[config.mk]
export PLATFORM = sky130hd
export DESIGN_NAME = counter_ctl
export DESIGN_NICKNAME = d
export VERILOG_FILES = /design/src/rtl/counter_pkg.sv /design/src/rtl/counter_ctl.sv
export SDC_FILE = /design/constraint.sdc
export NUM_CORES = 1
export LEC_CHECK = 0
export ABC_AREA = 0
export BUFFER_PORTS_ARGS = -buffer_cell sky130_fd_sc_hd__buf_2
export CAP_MARGIN = 30
export CORE_AREA = 2 2 133 135
export CTS_CLUSTER_SIZE = 14
export DETAILED_ROUTE_END_ITERATION = 16
export DIE_AREA = 0 0 135 137
export PLACE_DENSITY = 0.53
export REMOVE_ABC_BUFFERS = 1
export SYNTH_ARGS = -nofsm -noshare
export SYNTH_HDL_FRONTEND = slang
export SYNTH_SLANG_ARGS = --single-unit
[constraint.sdc]
create_clock -name sys_clk -period 7.8 [get_ports sys_clk]
set_input_delay 0.78 -clock sys_clk [delete_from_list [all_inputs] [get_ports sys_clk]]
set_output_delay 0.78 -clock sys_clk [all_outputs]
set_load 0.02 [all_outputs]
[src/rtl/counter_pkg.sv]
// constants for the 18-bit counter control block
`default_nettype none
package counter_pkg;
  // register offsets (byte addresses)
  localparam logic [7:0] cmp_low_addr    = 8'h10;
  localparam logic [7:0] cmp_mid_addr    = 8'h11;
  localparam logic [7:0] cmp_high_addr   = 8'h12;
  localparam logic [7:0] gate_timing_addr = 8'h13;
  localparam logic [7:0] ctl_one_addr    = 8'h14;
  localparam logic [7:0] ctl_two_addr    = 8'h15;
  localparam logic [7:0] status_addr     = 8'h16;
  localparam logic [7:0] power_addr      = 8'h18;
  // reset values
  localparam logic [7:0] ctl_one_reset   = 8'h88;
  localparam logic [7:0] ctl_two_reset   = 8'h02;
  localparam logic [7:0] status_reset    = 8'h00;
  localparam logic [7:0] gate_timing_reset = 8'h00;
  // field positions
  localparam int clear_bit      = 7;
  localparam int run_hi         = 6;
  localparam int run_lo         = 5;
  localparam int src_hi         = 4;
  localparam int src_lo         = 2;
  localparam int func_hi        = 1;
  localparam int func_lo        = 0;
  localparam int gsel_hi        = 6;
  localparam int gsel_lo        = 5;
  localparam int gedge_bit      = 4;
  localparam int gclk_hi        = 3;
  localparam int gclk_lo        = 2;
  localparam int gate_stat_bit  = 7;
  localparam int ovf_stat_bit   = 6;
  // control codes
  localparam logic [1:0] run_stop  = 2'h0;
  localparam logic [1:0] run_start = 2'h2;
  localparam logic [1:0] func_timer = 2'h0;
  localparam logic [1:0] func_pulse = 2'h2;
  localparam logic [1:0] func_freq  = 2'h3;
  localparam logic [2:0] src_fast   = 3'h0;
  localparam logic [2:0] src_fast_d7 = 3'h5;
  localparam logic [2:0] src_fast_d3 = 3'h6;
  localparam logic [2:0] src_event  = 3'h7;
  localparam logic [1:0] gate_pin   = 2'h0;
  localparam logic [1:0] gate_int   = 2'h1;
  localparam logic [1:0] gclk_rsvd  = 2'h3;
  // power modes
  typedef enum logic [1:0] {
    pm_normal = 2'b00,
    pm_idle   = 2'b01,
    pm_slow   = 2'b10,
    pm_sleep  = 2'b11
  } power_mode_t;
  localparam int gate_full = 16;
endpackage : counter_pkg
`default_nettype wire

[src/rtl/counter_ctl.sv]
// 18-bit timer / event / pulse-width / frequency counter with Avalon-MM slave
// Summary of operation
// [RULE1] writing clear bit zero clears counter, overflow
// [RULE2] run field: 00 stop-clear, 10 start
// [RULE3] source field picks clock tap or pin
// [RULE4] function field: timer, pulse width, frequency
// [RULE5] software changes setup only while stopped
// [RULE6] low compare byte write blocks matching
// [RULE7] undivided fast clock allowed only limited
// [RULE8] compare location reads live counter
// [RULE9] compare at least one; read stopped
// [RULE10] software picks internal or pin source
// [RULE11] no read-modify-write on compare
// [RULE12] fast taps 101,110 dead in slow
// [RULE13] compare high upper six bits zero
// [RULE14] software writes fixed control-two bits
// [RULE15] gate select: pin or internal pulse
// [RULE16] edge field picks gate interrupt edges
// [RULE17] gate clock picks gate time base
// [RULE18] status bit 7 shows gate high; code shows it only while running in frequency mode
// [RULE19] status bit 6 overflow, others zero
// [RULE20] measurement wrap sets sticky overflow
// [RULE21] timer match interrupts and restarts count
// [RULE22] measurement interrupt on gate edges
`default_nettype none
module counter_ctl
  import counter_pkg::*;
(
  // clock and reset
  input  wire logic        sys_clk,
  input  wire logic        nrst,
  // avalon-mm slave
  input  wire logic [7:0]  address,
  input  wire logic        read,
  input  wire logic        write,
  input  wire logic [31:0] writedata,
  input  wire logic [3:0]  byteenable,
  output logic      [31:0] readdata,
  output logic             waitrequest,
  // clock taps and pin
  input  wire logic        fs_tick,
  input  wire logic [4:0]  div_tap,
  input  wire logic [2:0]  gate_tap,
  input  wire logic        event_input_pin,
  // chip state
  input  wire logic        divider_stage_select,
  // interrupt to the processor
  output logic             counter_irq
);

  // registered state
  logic [7:0]  ctl_one, next_ctl_one;
  logic [7:0]  ctl_two, next_ctl_two;
  logic [7:0]  gate_timing_value, next_gate_timing_value;
  logic [17:0] compare_value, next_compare_value;
  logic [17:0] count, next_count;
  logic        overflow_monitor, next_overflow_monitor;
  logic        match_block, next_match_block;
  logic [1:0]  power_mode, next_power_mode;
  logic        gate_q, next_gate_q;
  logic        tick_q, next_tick_q;
  logic        pin_q, next_pin_q;
  logic        int_gate, next_int_gate;
  logic [3:0]  gate_cnt, next_gate_cnt;
  logic        gclk_q, next_gclk_q;
  logic        irq, next_irq;
  logic [31:0] rdata, next_rdata;
  logic        ack, next_ack;

  logic [1:0]  run_control;
  logic [2:0]  count_source_select;
  logic [1:0]  function_select;
  logic [1:0]  gate_pulse_select;
  logic        gate_irq_edge_select;
  logic [1:0]  gate_clock_select;
  logic        slow_mode;
  logic        src_clk;
  logic        src_ok;
  logic        gate;
  logic        gclk;
  logic        measuring;
  logic        running;
  logic        wr_hit;
  logic        gate_active_monitor;

  // byte-lane write of one 8-bit register
  function automatic logic [7:0] lane(input logic [7:0] addr, input logic [7:0] old);
    lane = old;
    if (byteenable[0] && address == addr) begin
      lane = writedata[7:0];
    end
  endfunction : lane

  // field decode
  assign run_control          = ctl_one[run_hi:run_lo];
  assign count_source_select  = ctl_one[src_hi:src_lo];
  assign function_select      = ctl_one[func_hi:func_lo];
  assign gate_pulse_select    = ctl_two[gsel_hi:gsel_lo];
  assign gate_irq_edge_select = ctl_two[gedge_bit];
  assign gate_clock_select    = ctl_two[gclk_hi:gclk_lo];
  assign slow_mode            = power_mode[1];
  assign measuring            = function_select[1];
  assign running              = (run_control == run_start); // RULE2
  // a write lands only at the edge where waitrequest is seen low
  assign wr_hit               = write && ack;
  assign waitrequest          = (read || write) && !ack;

  // count source multiplexer and its legality per power mode
  always_comb begin
    src_clk = 1'b0;
    src_ok  = 1'b1;
    case (count_source_select) // RULE3
      src_fast: begin
        src_clk = 1'b1;
        src_ok  = slow_mode ? (function_select == func_timer && power_mode == pm_slow)
                            : (function_select == func_pulse); // RULE7
      end
      3'h1: begin
        src_clk = fs_tick;
        src_ok  = !slow_mode;
      end
      3'h2, 3'h3, 3'h4: src_clk = div_tap[count_source_select - 3'h2];
      src_fast_d7, src_fast_d3: begin
        src_clk = div_tap[count_source_select - 3'h2];
        src_ok  = !slow_mode; // RULE12
      end
      src_event: src_clk = 1'b1;
      default: src_ok = 1'b0;
    endcase
  end

  // gate selection and gate time base
  always_comb begin
    gclk = (gate_clock_select == gclk_rsvd) ? 1'b0 : gate_tap[gate_clock_select]; // RULE17
    case (gate_pulse_select) // RULE15
      gate_pin: gate = pin_q;
      gate_int: gate = int_gate;
      default:  gate = 1'b0;
    endcase
  end

  assign gate_active_monitor = running && function_select == func_freq && gate_q; // RULE18

  // counting, gate pulse, registers and bus
  always_comb begin
    logic pin_fall;
    logic tick_rise;
    logic step;
    logic wrap;
    logic [7:0] pm_byte;
    pin_fall  = 1'b0;
    tick_rise = 1'b0;
    step      = 1'b0;
    wrap      = 1'b0;
    pm_byte   = 8'h00;
    next_ctl_one           = ctl_one;
    next_ctl_two           = ctl_two;
    next_gate_timing_value = gate_timing_value;
    next_compare_value     = compare_value;
    next_count             = count;
    next_overflow_monitor  = overflow_monitor;
    next_match_block       = match_block;
    next_power_mode        = power_mode;
    next_pin_q             = event_input_pin;
    next_tick_q            = src_clk;
    next_gate_q            = gate;
    next_gclk_q            = gclk;
    next_int_gate          = int_gate;
    next_gate_cnt          = gate_cnt;
    next_irq               = 1'b0;
    next_ack               = (read || write) && !ack;
    next_rdata             = rdata;
    pin_fall  = pin_q && !event_input_pin;
    tick_rise = src_clk && !tick_q;
    // internal window gate: high for 16-Ta ticks, low for 16-Tb ticks
    if (!running) begin
      next_int_gate = 1'b0;
      next_gate_cnt = 4'h0;
    end else if (gclk && !gclk_q) begin
      if (gate_cnt == 4'hf - (int_gate ? gate_timing_value[7:4] : gate_timing_value[3:0])) begin
        next_int_gate = !int_gate;
        next_gate_cnt = 4'h0;
      end else begin
        next_gate_cnt = gate_cnt + 4'h1;
      end
    end
    // count step per function
    if (running && src_ok) begin // RULE4
      case (function_select)
        func_timer: step = (count_source_select == src_event) ? pin_fall
                         : (count_source_select == src_fast) ? 1'b1 : tick_rise;
        func_pulse: step = pin_q && ((count_source_select == src_fast) ? 1'b1 : tick_rise);
        func_freq:  step = gate_q && pin_fall;
        default:    step = 1'b0;
      endcase
    end
    if (step) begin
      if (!measuring && !match_block && count + 18'h1 == compare_value) begin
        next_count = 18'h0; // RULE21
        next_irq   = 1'b1;
      end else begin
        next_count = count + 18'h1;
        if (measuring && count == 18'h3ffff) begin
          wrap                  = 1'b1;
          next_overflow_monitor = 1'b1; // RULE20
        end
      end
    end
    // gate edge interrupt in measurement modes
    if (running && measuring) begin
      if (gate_q && !gate) next_irq = 1'b1; // RULE22
      if (!gate_q && gate && gate_irq_edge_select) next_irq = 1'b1; // RULE16
    end
    if (!running) begin
      next_count = 18'h0; // RULE2
    end
    // register writes
    if (wr_hit) begin
      next_ctl_one = lane(ctl_one_addr, ctl_one);
      next_ctl_two = lane(ctl_two_addr, ctl_two);
      next_gate_timing_value = lane(gate_timing_addr, gate_timing_value);
      pm_byte = lane(power_addr, {6'h00, power_mode});
      next_power_mode = pm_byte[1:0];
      if (byteenable[0] && address == cmp_low_addr) begin
        next_compare_value[7:0] = writedata[7:0];
        next_match_block = 1'b1; // RULE6
      end
      if (byteenable[0] && address == cmp_mid_addr) begin
        next_compare_value[15:8] = writedata[7:0];
        next_match_block = 1'b1; // RULE6
      end
      if (byteenable[0] && address == cmp_high_addr) begin
        next_compare_value[17:16] = writedata[1:0]; // RULE13
        next_match_block = 1'b0;
      end
    end
    // clear bit: write of zero clears, then returns to one
    if (!ctl_one[clear_bit]) begin
      next_count            = 18'h0; // RULE1
      // a wrap in the same cycle wins over the clear
      next_overflow_monitor = wrap;
      next_ctl_one[clear_bit] = 1'b1;
    end
    // read data
    if (read && !ack) begin
      case (address)
        cmp_low_addr:     next_rdata = {24'h0, count[7:0]}; // RULE8
        cmp_mid_addr:     next_rdata = {24'h0, count[15:8]};
        cmp_high_addr:    next_rdata = {30'h0, count[17:16]}; // RULE13
        gate_timing_addr: next_rdata = {24'h0, gate_timing_value};
        ctl_one_addr:     next_rdata = {24'h0, ctl_one};
        ctl_two_addr:     next_rdata = {24'h0, ctl_two};
        status_addr:      next_rdata = {24'h0, gate_active_monitor, overflow_monitor,
                                        6'h00}; // RULE19
        power_addr:       next_rdata = {30'h0, power_mode};
        default:          next_rdata = 32'h0;
      endcase
    end
  end

  // state registers
  always_ff @(posedge sys_clk or negedge nrst) begin
    if (!nrst) begin
      ctl_one           <= ctl_one_reset;
      ctl_two           <= ctl_two_reset;
      gate_timing_value <= gate_timing_reset;
      compare_value     <= 18'h0;
      count             <= 18'h0;
      overflow_monitor  <= 1'b0;
      match_block       <= 1'b0;
      power_mode        <= pm_normal;
      gate_q            <= 1'b0;
      tick_q            <= 1'b0;
      pin_q             <= 1'b0;
      int_gate          <= 1'b0;
      gate_cnt          <= 4'h0;
      gclk_q            <= 1'b0;
      irq               <= 1'b0;
      rdata             <= 32'h0;
      ack               <= 1'b0;
    end else begin
      ctl_one           <= next_ctl_one;
      ctl_two           <= next_ctl_two;
      gate_timing_value <= next_gate_timing_value;
      compare_value     <= next_compare_value;
      count             <= next_count;
      overflow_monitor  <= next_overflow_monitor;
      match_block       <= next_match_block;
      power_mode        <= next_power_mode;
      gate_q            <= next_gate_q;
      tick_q            <= next_tick_q;
      pin_q             <= next_pin_q;
      int_gate          <= next_int_gate;
      gate_cnt          <= next_gate_cnt;
      gclk_q            <= next_gclk_q;
      irq               <= next_irq;
      rdata             <= next_rdata;
      ack               <= next_ack;
    end
  end

  assign readdata    = rdata;
  assign counter_irq = irq;

endmodule : counter_ctl
`default_nettype wire

==> metrics.md <==
| Metric | Value |
|---|---|
| Cts hold-fix bufs | 0 |
| Starting Density | 29.7% |
| Die height | 137 µm |
| Syn_area_per_cell | 9.98 µm² |
| H-Tree Depth | 3 |
| Design area | 5680 µm² |
| Setup-failing EPs final | 0 |
| CTS Sinks | 83 |
| I/O pins | 93 |
| IO buf count | 40 |
| Overflow after GRT | 0 |
| Total number of yosys warnings | 0 |
| CP arrival | 3600 ps |
| Synth cell count leaders | dfrtp_1 (80), mux2_2 (45), nand2_1 (40) |
| Cell Area, Synth | 5070 µm² |
| Synth top area share | 39.5% |
| Number of flops mapped to enable cells by yosys | 0 |
| Post-synth top area cell | dfrtp_1 |
| Rows | 48 |
| Slew headroom | 53.6% |
| Synth top area cells | dfrtp_1 (40%), mux2_2 (10%), buf_4 (3.7%), xnor2_1 (3.1%), o21ai_0 (3.1%) |
| Cts repair resizes | 0 |
| Least-Margin Pin Slew | 691 ps |
| Leak | 0.00257 µW |
| Status | finished, final reports clean |
| Maximum vdd drop | 0.000110 V |
| Vias in the first global route | 3785 |
| Power Dens Cells | 181 nW/µm² |
| First-pass GRT wire length | 21.0 mm |
| CORE AREA | 17100 µm² |
| Hold Slack | 326 ps |
| Main synth FF type | dfrtp_1 |
| ANT cells | 0 |
| Reg2Reg Setup Slack | 4440 ps |
| Initial antenna violation count | 0 |
| Setup TNS | 0 ps |
| RD Place Congestion | 0.856 |
| Worst Skew | 6.55 ps |
| DRT Pass-1 Iters | 5 |
| CTS clk-pin slew, worst paths | 60 ps |
| Final period util | 43.1% |
| Max-cap violations | 0 |
| Sequential share of the synthesized area | 41.1% |
| Post-layout min period | 3360 ps |
| DP HPWL | 9.75 mm |
| Async SR Flop Fraction | 100% |
| Final #Nets | 594 |
| Reg-to-reg startpoint | count[0] |
| Detailed-route wire length per cell | 17.4 µm |
| Via count | 3986 |
| Drt drc | 0 |
| Critical path origin | count[0] |
| Routed Antenna Nets | 0 |
| Critical path class | reg -> reg |
| Endpoints failing hold | 0 |
| Req. time, crit path | 8040 ps |
| CP Capture Type | flip-flop |
| Worst skew pair latency | 350 ps |
| Setup bufs post-CTS | 0 |
| Area delta synth->final | 12.1% |
| Max frequency | 0.297 GHz |
| Netlist cell types | 64 |
| CP startpoint kind | flip-flop |
| CP Max Fanout | 19 |
| Share of cells above drive strength 1 | 22.7% |
| TritonCTS clock tree | yes |
| Drt via density | 5.23 |
| Post-Syn Instances | 508 |
| Total GRT Usage | 14.7% |
| Synthesized flop and latch total | 83 |
| RSZ-0062 raised after global routing | false |
| Fill count | 1752 |
| Top-count cell post-synth | dfrtp_1 |
| Final wirelength | 13.3 mm |
| Die footprint | 18500 µm² |
| CTS root buffer | clkbuf_16 |
| Maximum clock insertion buffer count | 2 |
| Drt initial violations | 256 |
| Die width | 135 µm |
| Worst min path class | in -> async |
| Placed inst area | 5320 µm² |
| R2R Path End | count[5] |
| CTS Buf Count | 9 |
| Largest net degree at the start of global routing | 62 |
| Max-slew violations | 0 |
| R2R cell count | 10 |
## where the power goes
part           leakage (µW)  internal (µW)  total [µW]  switching, µW
logic               0.00126           19.1        61.8           42.7
registers           0.00113            436         441           5.20
clock network      0.000177            347         528            181
## worst max-delay path by stage
| stage | endpoint | slack (ps) |
|---|---|---|
| CTS | count[5] | 4450 |
| detailed placement | ctl_one[1] | 4350 |
| finish | count[5] | 4440 |
| global route | count[7] | 4280 |
| floorplan | count[0] | 3930 |
| global placement | ctl_one[2] | 4380 |
## state kept, by name (all words and copies together), names as in the netlist, 2 cells and up
| name | flops |
|---|---|
| ctl_two | 8 |
| power_mode | 2 |
| compare_value | 18 |
| gate_cnt | 4 |
| readdata | 8 |
| count | 18 |
| ctl_one | 8 |
| gate_timing_value | 8 |
## critical path, stage by stage, from the launching register on
cell	delay (ps)
dfrtp_1	460
ha_1	350
xor2_1	170
or4_1	500
a21oi_1	170
nand4_1	140
or4_1	500
o41ai_2	260
buf_4	310
o22ai_1	120
a22o_2	280
## kinds of logic (layout without fill, tap and decap cells)
family	after synthesis	after routing	share of synthesized area (%)
adders and majority gates	3	3	0.741
and+or+nand+nor	159	159	16.8
AOI/OAI and AO/OA	110	110	14.5
DFF	83	83	41.1
muxes	62	62	14.1
xor gates and xnor gates	27	27	4.67
buffers and inverters	63	69	8.02
other	1	24	0.0740
## per-stage QoR
step	setup slack, ps	power, µW	cells	utilization [%]
3_3_place_gp	4380	508	744	30.9
4_1_cts	4450	1040	762	33.3
5_1_grt	4280	1070	762	33.3
3_5_place_dp	4350	511	746	31.2
2_1_floorplan	3930	478	478	-
6_report	4440	1030	762	33.3
## layout by cell type (no fill, tap or decap), drive strengths merged, types with 2 or more instances in the layout
master,synthesis,final
nand3,14,14
bufinv,0,4
a21oi,12,12
nor2b,7,7
o21ai,33,33
or3,4,4
conb,1,24
ha,3,3
nor3b,3,3
o22ai,19,19
nand2,40,40
o21a,2,2
or4b,2,2
clkinv,0,2
or4,6,6
xnor2,18,18
buf,39,43
nor2,27,27
nand4,4,4
a21o,4,4
a22oi,7,7
mux2,45,45
clkbuf,14,10
xor2,9,9
nor4b,2,2
a221oi,6,6
o221ai,2,2
nor4,7,7
or2,2,2
nor3,14,14
inv,10,10
dfrtp,80,80
and2,5,5
nand2b,8,8
mux4,3,3
dfstp,3,3
a22o,17,17
and3,10,10
mux2i,14,14
## area by class of cell
class                      instances  area, µm²  area share [%]
clock buffer                      10        229            4.03
clock inverter                     6        138            2.42
inverter                          10       37.5           0.661
multi-input combinational        385       2670            46.9
sequential                        83       2080            36.6
tap                              225        282            4.95
timing repair buffer              43        249            4.38
## per-layer routing
layer / up-vias / share of wire, % / GRT usage (%)
met5: - / 0 / 0
met4: 0 / 2.2 / 6.08
met3: 16 / 5.1 / 2.63
met2: 113 / 45 / 22.1
met1: 1993 / 47 / 20.9
li1: 1864 / - / -
No activity file was read; power rests on OpenSTA's default activity.
